===== src/hdl/sac_pkg.sv =====
// Package of constants and types for the converter control block
package sac_pkg;
  localparam logic [3:0] SAC_ADDR_CTL1 = 4'h0;
  localparam logic [3:0] SAC_ADDR_CTL2 = 4'h4;
  localparam logic [3:0] SAC_ADDR_RESH = 4'h8;
  localparam logic [3:0] SAC_ADDR_RESL = 4'hc;
  localparam logic [7:0] SAC_CTL1_RST = 8'h00;
  localparam logic [7:0] SAC_CTL2_RST = 8'h00;
  localparam int SAC_BIT_DONE = 3;
  localparam int SAC_BIT_BUSY = 2;
  localparam int SAC_BIT_START = 0;
  localparam int SAC_BIT_PREC = 7;
  localparam int SAC_BIT_TRIG = 4;
  localparam int SAC_BIT_IEN = 3;
  localparam int SAC_BIT_CONT = 2;
  localparam logic [3:0] SAC_MAX_CHANNEL = 4'hb;
  localparam logic [4:0] SAC_SAMPLE_00 = 5'h04;
  localparam logic [4:0] SAC_SAMPLE_01 = 5'h07;
  localparam logic [4:0] SAC_SAMPLE_10 = 5'h0a;
  localparam logic [4:0] SAC_SAMPLE_11 = 5'h10;
  localparam logic [3:0] SAC_BITS_10 = 4'h9;
  localparam logic [3:0] SAC_BITS_8 = 4'h7;
  localparam logic [2:0] SAC_DIV_RST = 3'h0;
  typedef enum logic [1:0] {SAC_IDLE, SAC_SAMPLE, SAC_COMPARE, SAC_XFER} sac_state_t;
endpackage


===== src/hdl/sac_core_if.sv =====
// Interface between register block and conversion engine
`timescale 1ns/1ps
interface sac_core_if;
  logic start;
  logic halt;
  logic [3:0] channel;
  logic prec8;
  logic [1:0] sample_sel;
  logic [1:0] div_sel;
  logic busy;
  logic done;
  logic [9:0] result;
  modport ctl (output start, halt, channel, prec8, sample_sel, div_sel,
    input busy, done, result);
  modport eng (input start, halt, channel, prec8, sample_sel, div_sel,
    output busy, done, result);
endinterface


===== src/hdl/sac_clkdiv.sv =====
// Converter clock tick generator from the machine clock
`timescale 1ns/1ps
module sac_clkdiv
  import sac_pkg::*;
(
  input wire logic clk, // Machine clock
  input wire logic rst, // Sync reset
  input wire logic [1:0] div_sel, // Divider select
  output logic tick // One-cycle converter clock tick
);
  typedef struct packed {
    logic [2:0] cnt;
  } sac_div_state_t;
  sac_div_state_t s_q, s_d;
  logic [2:0] mask;
  always_comb begin
    s_d = s_q;
    mask = 3'((4'h1 << div_sel) - 4'h1);
    s_d.cnt = 3'(s_q.cnt + 3'h1) & mask;
    tick = ((s_q.cnt & mask) == mask);
  end
  always_ff @(posedge clk) begin
    if (rst) begin
      s_q.cnt <= SAC_DIV_RST;
    end else begin
      s_q <= s_d;
    end
  end
endmodule


===== src/hdl/sac_engine.sv =====
// Sample and successive approximation sequencer
`timescale 1ns/1ps
module sac_engine
  import sac_pkg::*;
(
  input wire logic clk, // Machine clock
  input wire logic rst, // Sync reset
  input wire logic tick, // Converter clock tick
  input wire logic comp_in, // Comparator: input at or above trial
  output logic [3:0] mux_sel, // Analog mux select
  output logic sample_en, // Sample-and-hold tracking
  output logic [9:0] trial, // Trial code to the DAC
  sac_core_if.eng bus // Control side
);
  typedef struct packed {
    sac_state_t st;
    logic [4:0] cnt;
    logic [3:0] bitn;
    logic [9:0] sar;
    logic [9:0] res;
    logic [3:0] chan;
    logic done;
  } sac_eng_state_t;
  sac_eng_state_t s_q, s_d;
  logic [4:0] slen;
  always_comb begin
    s_d = s_q;
    s_d.done = 1'b0;
    case (bus.sample_sel)
      2'b00: slen = SAC_SAMPLE_00;
      2'b01: slen = SAC_SAMPLE_01;
      2'b10: slen = SAC_SAMPLE_10;
      default: slen = SAC_SAMPLE_11;
    endcase
    case (s_q.st)
      SAC_SAMPLE: begin
        if (tick) begin
          if (s_q.cnt == 5'(slen - 5'h1)) begin
            s_d.st = SAC_COMPARE;
            s_d.bitn = SAC_BITS_10;
            s_d.sar = 10'h000;
          end else begin
            s_d.cnt = 5'(s_q.cnt + 5'h1);
          end
        end
      end
      SAC_COMPARE: begin
        // one decision per tick, MSB first
        if (tick) begin
          s_d.sar[s_q.bitn] = comp_in;
          // Eight-bit mode stops after the top eight bits
          if (s_q.bitn == (bus.prec8 ? 4'(SAC_BITS_10 - SAC_BITS_8) : 4'h0)) begin
            s_d.st = SAC_XFER;
          end else begin
            s_d.bitn = 4'(s_q.bitn - 4'h1);
          end
        end
      end
      SAC_XFER: begin
        s_d.res = s_q.sar;
        s_d.done = 1'b1;
        s_d.st = SAC_IDLE;
      end
      default: begin
        s_d.st = SAC_IDLE;
      end
    endcase
    if (bus.start) begin
      s_d.st = SAC_SAMPLE;
      s_d.cnt = 5'h00;
      s_d.chan = bus.channel;
    end
    if (bus.halt) begin
      s_d.st = SAC_IDLE;
    end
  end
  always_ff @(posedge clk) begin
    if (rst) begin
      s_q <= '0;
    end else begin
      s_q <= s_d;
    end
  end
  assign mux_sel = s_q.chan;
  assign sample_en = (s_q.st == SAC_SAMPLE);
  assign trial = s_q.sar | (10'h001 << s_q.bitn);
  assign bus.busy = (s_q.st != SAC_IDLE);
  assign bus.done = s_q.done;
  assign bus.result = s_q.res;
endmodule


===== src/hdl/sac_top.sv =====
// Converter control registers with Avalon-MM slave
//
// The Avalon-MM slave port and the placing of the registers are this design's own decisions.
`timescale 1ns/1ps
module sac_top
  import sac_pkg::*;
(
  input wire logic CLK, // Machine clock, 100 MHz
  input wire logic RST, // Sync reset, active high
  input wire logic [3:0] AVS_ADDRESS, // Byte address
  input wire logic AVS_READ, // Read request
  input wire logic AVS_WRITE, // Write request
  input wire logic [3:0] AVS_BYTEENABLE, // Byte enables
  input wire logic [31:0] AVS_WRITEDATA, // Write data
  input wire logic AVS_RMW, // Read is part of read-modify-write
  output logic [31:0] AVS_READDATA, // Read data
  output logic AVS_WAITREQUEST, // Wait request
  input wire logic LOW_POWER_STOP, // Stop or watch mode entry
  input wire logic COMPOSITE_TIMER_OUTPUT, // External trigger
  input wire logic COMP_IN, // Comparator result
  output logic [3:0] ANALOG_CHANNEL_SELECT, // Mux select
  output logic SAMPLE_EN, // Sample-and-hold tracking
  output logic [9:0] TRIAL_CODE, // Trial code to DAC
  output logic IRQ // Interrupt request
);
  typedef struct packed {
    logic [3:0] chan;
    logic done;
    logic [7:0] ctl2;
    logic trig;
    logic ack;
    logic [31:0] rdata;
  } sac_top_state_t;
  sac_top_state_t s_q, s_d;
  sac_core_if cif();
  logic tick;
  logic wr_hit;
  logic [7:0] wd;
  logic [7:0] rbyte;
  logic [9:0] res_v;
  logic trig_rise;

  sac_clkdiv u_div (
    .clk(CLK),
    .rst(RST),
    .div_sel(s_q.ctl2[1:0]),
    .tick(tick)
  );
  sac_engine u_eng (
    .clk(CLK),
    .rst(RST),
    .tick(tick),
    .comp_in(COMP_IN),
    .mux_sel(ANALOG_CHANNEL_SELECT),
    .sample_en(SAMPLE_EN),
    .trial(TRIAL_CODE),
    .bus(cif.eng)
  );

  always_comb begin
    s_d = s_q;
    s_d.ack = 1'b0;
    wd = AVS_WRITEDATA[7:0];
    // Write lands at the edge where waitrequest is low
    wr_hit = AVS_WRITE && s_q.ack && AVS_BYTEENABLE[0];
    cif.start = 1'b0;
    res_v = s_q.ctl2[SAC_BIT_PREC] ? {2'b00, cif.result[9:2]} : cif.result;
    s_d.trig = s_q.ctl2[SAC_BIT_TRIG] & COMPOSITE_TIMER_OUTPUT;
    trig_rise = s_d.trig & ~s_q.trig;
    if (s_q.ctl2[SAC_BIT_CONT] && trig_rise) begin
      cif.start = 1'b1;
    end
    if ((AVS_READ || AVS_WRITE) && !s_q.ack) begin
      s_d.ack = 1'b1;
    end
    if (wr_hit && AVS_ADDRESS == SAC_ADDR_CTL1) begin
      s_d.chan = wd[7:4];
      if (!wd[SAC_BIT_DONE]) begin
        s_d.done = 1'b0;
      end
      // start on one; ignored in continuous
      if (wd[SAC_BIT_START] && !s_q.ctl2[SAC_BIT_CONT]) begin
        cif.start = 1'b1;
      end
    end
    if (wr_hit && AVS_ADDRESS == SAC_ADDR_CTL2) begin
      s_d.ctl2 = wd;
    end
    // set wins over clear; also over restart
    if (cif.done) begin
      s_d.done = 1'b1;
    end
    // Latest channel passes straight through on a start write
    cif.channel = s_d.chan;
    cif.halt = LOW_POWER_STOP;
    cif.prec8 = s_q.ctl2[SAC_BIT_PREC];
    cif.sample_sel = s_q.ctl2[6:5];
    cif.div_sel = s_q.ctl2[1:0];
    case (AVS_ADDRESS)
      // RMW read done as one; start reads zero
      SAC_ADDR_CTL1: rbyte = {s_q.chan, s_q.done | AVS_RMW, cif.busy, 2'b00};
      SAC_ADDR_CTL2: rbyte = s_q.ctl2;
      SAC_ADDR_RESH: rbyte = {6'h00, res_v[9:8]};
      SAC_ADDR_RESL: rbyte = res_v[7:0];
      default: rbyte = 8'h00;
    endcase
    if (AVS_READ && !s_q.ack) begin
      s_d.rdata = {24'h000000, rbyte};
    end
  end

  always_ff @(posedge CLK) begin
    if (RST) begin
      s_q.chan <= 4'h0;
      s_q.done <= 1'b0;
      s_q.ctl2 <= SAC_CTL2_RST;
      s_q.trig <= 1'b0;
      s_q.ack <= 1'b0;
      s_q.rdata <= 32'h00000000;
    end else begin
      s_q <= s_d;
    end
  end

  assign IRQ = s_q.done & s_q.ctl2[SAC_BIT_IEN];
  assign AVS_WAITREQUEST = (AVS_READ || AVS_WRITE) && !s_q.ack;
  assign AVS_READDATA = s_q.rdata;
endmodule


===== config.mk =====
export PLATFORM = sky130hd
export DESIGN_NAME = sac_top
export DESIGN_NICKNAME = d
export VERILOG_FILES = /design/src/hdl/sac_pkg.sv /design/src/hdl/sac_core_if.sv /design/src/hdl/sac_clkdiv.sv /design/src/hdl/sac_engine.sv /design/src/hdl/sac_top.sv
export SDC_FILE = /design/constraint.sdc
export NUM_CORES = 1
export LEC_CHECK = 0
export BUFFER_PORTS_ARGS = -buffer_cell sky130_fd_sc_hd__buf_2
export CAP_MARGIN = 20
export CORE_MARGIN = 2
export CORE_UTILIZATION = 39
export DETAILED_ROUTE_END_ITERATION = 6
export GPL_TIMING_DRIVEN = 0
export PLACE_DENSITY_LB_ADDON = 0.15
export SYNTH_ARGS = -nofsm -noshare
export SYNTH_HDL_FRONTEND = slang
export SYNTH_SLANG_ARGS = --single-unit

===== constraint.sdc =====
create_clock -name CLK -period 5.9 [get_ports CLK]
set_clock_uncertainty 0.1 [all_clocks]
set_input_delay 1.18 -clock CLK [delete_from_list [all_inputs] [get_ports CLK]]
set_output_delay 1.18 -clock CLK [all_outputs]
set_load 0.05 [all_outputs]

==> results.cfg, run 1 <==
[worst_setup_path]
cp.required_ps = 6060
endpoint_kind = flop
ff2ff_setup_slack_ps = 3190
start_kind = input port
cp_max_fo = 10
cp_data_arrival_time_ps = 3590
crit_type = input port to flop

[placed_design]
dp_cells = 577
globalplace.congestion = 0.848
dp_hpwl_mm = 6.51
port_buffers = 43
dp_slack_ps = 2060

[power_and_ir_drop]
ir_worst_vdd_mv = 0.0893
power_density_nw_per_um2 = 202
leakage_nw = 1.76
intPower_mw = 0.591
seqPwrFrac = 0.510
p_clk_frac = 0.392
combPwrFrac = 0.098
p_switching_mw = 0.233
swShare = 0.282

[global_route]
grt_pass1_wl_mm = 14.3
grtUsageTotal = 0.183
grt_max_degree = 12
gr-total-overflow = 0
grt_pass1_vias = 2768
grt_antenna_before_repair = 0

[logic_synthesis]
yosysMostFrequentCell = dfxtp_1
synth_cell_type_count = 57
netlist_instances = 403
synth-edff-count = 0
synthTopCellsByCount = dfxtp_1 (62), nor2_1 (49), buf_4 (36)
synth-main-ff-cell = dfxtp_1
netlist_top_cells_area = dfxtp_1 (36%), mux2i_1 (9.5%), buf_4 (7.8%)
yosys_warnings = 0
synth_largest_area_cell = dfxtp_1
ys_seq_elements = 62
synth.avg_cell_area_um2 = 8.62
syn_area_um2 = 3470
synth_async_sr_flop_share = 0
synth_top_area_frac = 0.357
seq_area_frac_synth = 0.357

[clocking]
cts_setup_buffers = 0
clk_latency_ps = 340
clk_pin_slew_ps = 70
numCtsBuffers = 9
htreeDepth = 3
cts.sinks = 62
cts_tree = yes
clk_path_buf_depth = 2
ctsResizeCount = 0
hold_buffers = 0
cts-root-buf = clkbuf_8

[finish]
areaGrowthSynthToFinish_pct = 17.4
fin_cells = 593
finish.utilization = 0.470
drive_above_1_share = 0.210
nNetsFinal = 539
diodes = 0
nFillCells = 896

[sta]
setup_violations = 0
hold_ws_ps = 341
rsz0062_at_grt = no
min_period_over_period = 0.582
max_freq_mhz = 291
hold_violations = 0
tightest_slew_ps = 962
period_needed_ps = 3440
slew_headroom = 0.353
finalWorstSetupSlack_ps = 2460
fin_setup_tns_ps = 0
finalMaxSlewViolations = 0

[detailed_routing]
drt-initial-drc-count = 196
drtPass1Iterations = 4
post-route-drc-count = 0
ant_nets = 0
wl_mm = 8.63
routed_via_density = 5.14
drt-wirelength-per-cell_um = 14.5
vias = 3048

[floorplanning]
die_height_um = 98.4
start_util = 0.400
dieWidth_um = 98.4
io_pins = 97
core_um2 = 8680
die-area_um2 = 9680
rows = 34

[run]
cap_violations = 0

[status]
status = complete, no violations

[min_path]
hp-class = flop to flop
[power by group through the flow]
stage	sequential [mW]	clock, mW	combinational, mW
after floorplan	0.429	0	0.0653
after global placement	0.430	0	0.0803
after detailed placement	0.430	0	0.0807
after CTS	0.420	0.334	0.0808
after global routing	0.420	0.357	0.0862
final	0.420	0.323	0.0810
[metal layers]
metal  vias to the layer above  global-route usage  share of wire  routed length [µm]
met2                        75               0.289           0.46                3980
met1                      1400               0.249           0.48                4110
met3                        13              0.0480          0.046                 399
met5                         -                   0              0                   0
met4                         0              0.0495          0.015                 132
li1                       1560                   -              -                   -
[layout make-up]
cell class | count | area [µm²] | area share
Multi-Input combinational cell | 293 | 1920 | 0.470
Tap cell | 108 | 135 | 0.0331
Clock buffer | 10 | 128 | 0.0313
Sequential cell | 62 | 1240 | 0.304
Buffer | 58 | 354 | 0.0868
Inverter | 13 | 48.8 | 0.0120
Timing Repair Buffer | 43 | 215 | 0.0528
Clock inverter | 6 | 38.8 | 0.00951
[per-stage QoR]
stage	power [mW]	cell area [µm²]
2_1_floorplan	0.495	3560
4_1_cts	0.835	4080
3_3_place_gp	0.510	3910
6_report	0.824	4080
3_5_place_dp	0.510	3910
5_1_grt	0.863	4080
[cell usage in the layout, fill, tap and decap left out, types with 4 or more instances in the layout]
cell type / synthesis / final
dfxtp_1: 62 / 62
nor2_1: 49 / 49
buf_2: 1 / 44
buf_4: 36 / 36
mux2i_1: 33 / 33
conb_1: 1 / 24
clkbuf_1: 18 / 19
nand2_1: 18 / 18
inv_1: 13 / 13
nand2b_1: 13 / 13
o21ai_0: 12 / 12
a31oi_1: 12 / 12
or4_1: 11 / 11
ha_1: 11 / 11
nand3_1: 9 / 9
a21oi_1: 9 / 9
clkbuf_8: 0 / 9
nor3_1: 8 / 8
a211oi_1: 8 / 8
a22oi_1: 8 / 8
nand3b_1: 4 / 4
nor2b_1: 4 / 4
xnor2_1: 4 / 4
o32ai_1: 4 / 4
o22ai_1: 4 / 4
[sequential cells by signal, indices dropped and copies added (netlist names), 2 cells and up]
name and flops:
AVS_READDATA 8, cif.div_sel 2, cif.sample_sel 2, s_q 10
u_div.s_q 3, u_eng.bus.result 10, u_eng.mux_sel 4, u_eng.s_q 21
[cells by family (layout without fill, tap and decap cells)]
group / count (synthesis) / count (layout) / synth area share
AO/OA/AOI/OAI: 85 / 85 / 0.178
XOR/XNOR: 6 / 6 / 0.0151
adder cells (fa/ha/maj): 11 / 11 / 0.0396
buffers and inverters: 71 / 130 / 0.116
flip-flops: 62 / 62 / 0.357
multiplexers: 33 / 33 / 0.0951
other: 1 / 24 / 0.00108
AND/OR/NAND/NOR: 134 / 134 / 0.198
[critical path, stage by stage]
cell       delay (ps)
buf_2              90
or2_2             300
or4_1             470
clkbuf_1          240
o2bb2ai_1         700
buf_2             360
nor2_1             60
a211oi_1          190
[path summary, 6_finish.rpt]
path / cells after the start / from / end
setup reg to reg: 9 / u_eng.s_q[34] / u_eng.s_q[20]
hold / removal: 2 / u_eng.bus.done / s_q[42]
hold reg to reg: 2 / u_eng.bus.done / s_q[42]
setup / recovery: 8 / AVS_ADDRESS[1] / u_eng.mux_sel[2]
(Power assumes the default switching activity.)
==> run 2: changes to the inputs <==
ABC_AREA = 1   (was default)
clock period = 2.85 ns   (was 5.9 ns; I/O delays follow)
==> run 2 against run 1 <==
  * Power increased by 120%
  * Non-clock buffer count decreased by 6
  * Setup slack got worse by 2100 ps
  * Critical endpoint is now TRIAL_CODE[8]
==> results.cfg, run 2 <==
[sta]
fin_setup_tns_ps = 0
setup_violations = 0
min_period_over_period = 0.877
hold_ws_ps = 340
period_needed_ps = 2500
rsz0062_at_grt = no
max_freq_mhz = 400
slew_headroom = 0.595
tightest_slew_ps = 604
finalMaxSlewViolations = 0
hold_violations = 0

[worst_setup_path]
cp_slowest_stage_delay_ps = 340
path_cells = inv_1 > ha_1 > inv_1 > nor3_1 > inv_1 > nand2_1 > buf_2
cpLargestDelayFamily = buffers and inverters
cpMaxStageDelayCell = dfxtp_1
crit_type = flop to primary output
worst-path-stages = 7
cp_data_arrival_time_ps = 1830
reg2reg_depth = 11
cp_max_fo = 6
endpoint_kind = primary output
start_kind = flop
cp.buffers_inverters = 4
cpMostUsedCell = inv_1
cp.required_ps = 2180

[finish]
largest_reg_flops = 21
drive_above_1_share = 0.220
nNetsFinal = 654
final-seq-area_um2 = 1240
mostFrequentLayoutCells = nand2_1 (114), inv_1 (68), dfxtp_1 (62)
areaGrowthSynthToFinish_pct = 18.3
finish.utilization = 0.476
multi_input_comb_area_um2 = 1770
diodes = 0
nFillCells = 911
final_common_cell = nand2_1
regMostFlops = u_eng.s_q

[floorplanning]
die-area_um2 = 9820
rows = 34
core_um2 = 8760
dieWidth_um = 99.1
start_util = 0.403
die_height_um = 99.1
io_pins = 97

[clocking]
hold_buffers = 0
ctsResizeCount = 0
numCtsBuffers = 9
clk_path_buf_depth = 2
cts.sinks = 62
clk_latency_ps = 340
cts_setup_buffers = 0
clk_pin_slew_ps = 70
cts_tree = yes
htreeDepth = 3
cts-root-buf = clkbuf_8

[detailed_routing]
drt-met1-wl_mm = 3.99
met3_length_um = 415
drt-initial-drc-count = 135
routed_via_density = 4.63
post-route-drc-count = 0
route.met2.wl_mm = 3.79
wl_mm = 8.34
vias = 3278
ant_nets = 0
drt-wirelength-per-cell_um = 11.8
highest_layer = met4
drtPass1Iterations = 5

[min_path]
hp-class = flop to flop
whs_path_depth = 2

[logic_synthesis]
synthTopCellsByCount = nand2_1 (114), inv_1 (68), dfxtp_1 (62)
syn_area_um2 = 3530
synth.avg_cell_area_um2 = 6.84
synth_async_sr_flop_share = 0
synth_largest_area_cell = dfxtp_1
yosysMostFrequentCell = nand2_1
synth-main-ff-cell = dfxtp_1
seq_area_frac_synth = 0.352
yosys_warnings = 0
ys_seq_elements = 62
synth-edff-count = 0
netlist_instances = 516
synth_top_area_frac = 0.352
netlist_top_cells_area = dfxtp_1 (35%), nand2_1 (12%), buf_4 (7.9%)
synth_cell_type_count = 31

[power_and_ir_drop]
combPwrFrac = 0.094
seqPwrFrac = 0.477
intPower_mw = 1.32
leakage_nw = 2.02
swShare = 0.276
power_density_nw_per_um2 = 437
p_switching_mw = 0.504
p_clk_frac = 0.429
ir_worst_vdd_mv = 0.235

[placed_design]
port_buffers = 45
globalplace.congestion = 0.914
dp_hpwl_mm = 6.50

[global_route]
grt_max_degree = 13
grt_antenna_before_repair = 0
grt_pass1_wl_mm = 14.2
grtUsageTotal = 0.178
gr-total-overflow = 0
grt_pass1_vias = 3034

[status]
status = complete, no violations

[run]
cap_violations = 0
[run 2: changes by cell type after synthesis, sizes merged, moves of 13 or more]
cell / before / now
a21oi: 9 / 45
inv: 13 / 72
mux2i: 33 / 0
nand2: 18 / 119
nand2b: 13 / 0
nand3: 9 / 37
o21ai: 12 / 45
[run 2: power groups by stage]
stage | clock network, mW | logic [mW] | registers, mW
final | 0.782 | 0.171 | 0.870
after global routing | 0.848 | 0.183 | 0.870
after CTS | 0.805 | 0.171 | 0.870
after detailed placement | 0 | 0.170 | 0.890
after global placement | 0 | 0.170 | 0.890
after floorplan | 0 | 0.137 | 0.890
[run 2: worst paths after layout]
check                 startpoint            end  slack [ps]
setup / recovery   u_eng.s_q[26]  TRIAL_CODE[8]         350
hold / removal    u_eng.bus.done        s_q[42]         340
setup reg to reg   u_eng.s_q[34]  u_eng.s_q[28]         790
hold reg to reg   u_eng.bus.done        s_q[42]         340
[run 2: per-stage QoR]
stage	std cells	total power [mW]	setup slack [ps]	area, µm²
after CTS	708	1.85	354	4170
after floorplan	539	1.03	879	3610
after global routing	708	1.90	214	4170
after global placement	692	1.06	573	3980
after detailed placement	692	1.06	570	3980
final	708	1.82	352	4170
[run 2: cell families (layout without fill, tap and decap cells)]
group	Yosys count	count (layout)	synth area share
AOI/OAI and AO/OA	93	93	0.140
xor gates and xnor gates	4	4	0.00993
adders and majority gates	11	11	0.0390
buffers and inverters	122	183	0.172
DFF	62	62	0.352
other	1	24	0.00106
and+or+nand+nor	223	223	0.285
[run 2: area by class of cell]
cell class	count	share of cell area
Multi-Input combinational cell	355	0.423
Sequential cell	62	0.297
Buffer	50	0.0810
Inverter	72	0.0648
Timing Repair Buffer	45	0.0540
Tap cell	108	0.0324
Clock buffer	9	0.0297
Clock inverter	7	0.0177
[run 2: worst reg2reg max path, stage by stage, from the launching register on]
cell,delay (ps)
dfxtp_1,390
inv_1,80
ha_1,200
buf_2,190
nor2_2,220
inv_1,60
nand2_1,80
inv_1,40
nor2_1,230
nand2_2,130
o21ai_0,180
nor2_1,60
[run 2: routing by layer]
metal | global-route usage | up-vias
li1 | - | 1730
met1 | 0.243 | 1452
met2 | 0.285 | 84
met3 | 0.0309 | 12
met4 | 0.0632 | 0
met5 | 0 | -
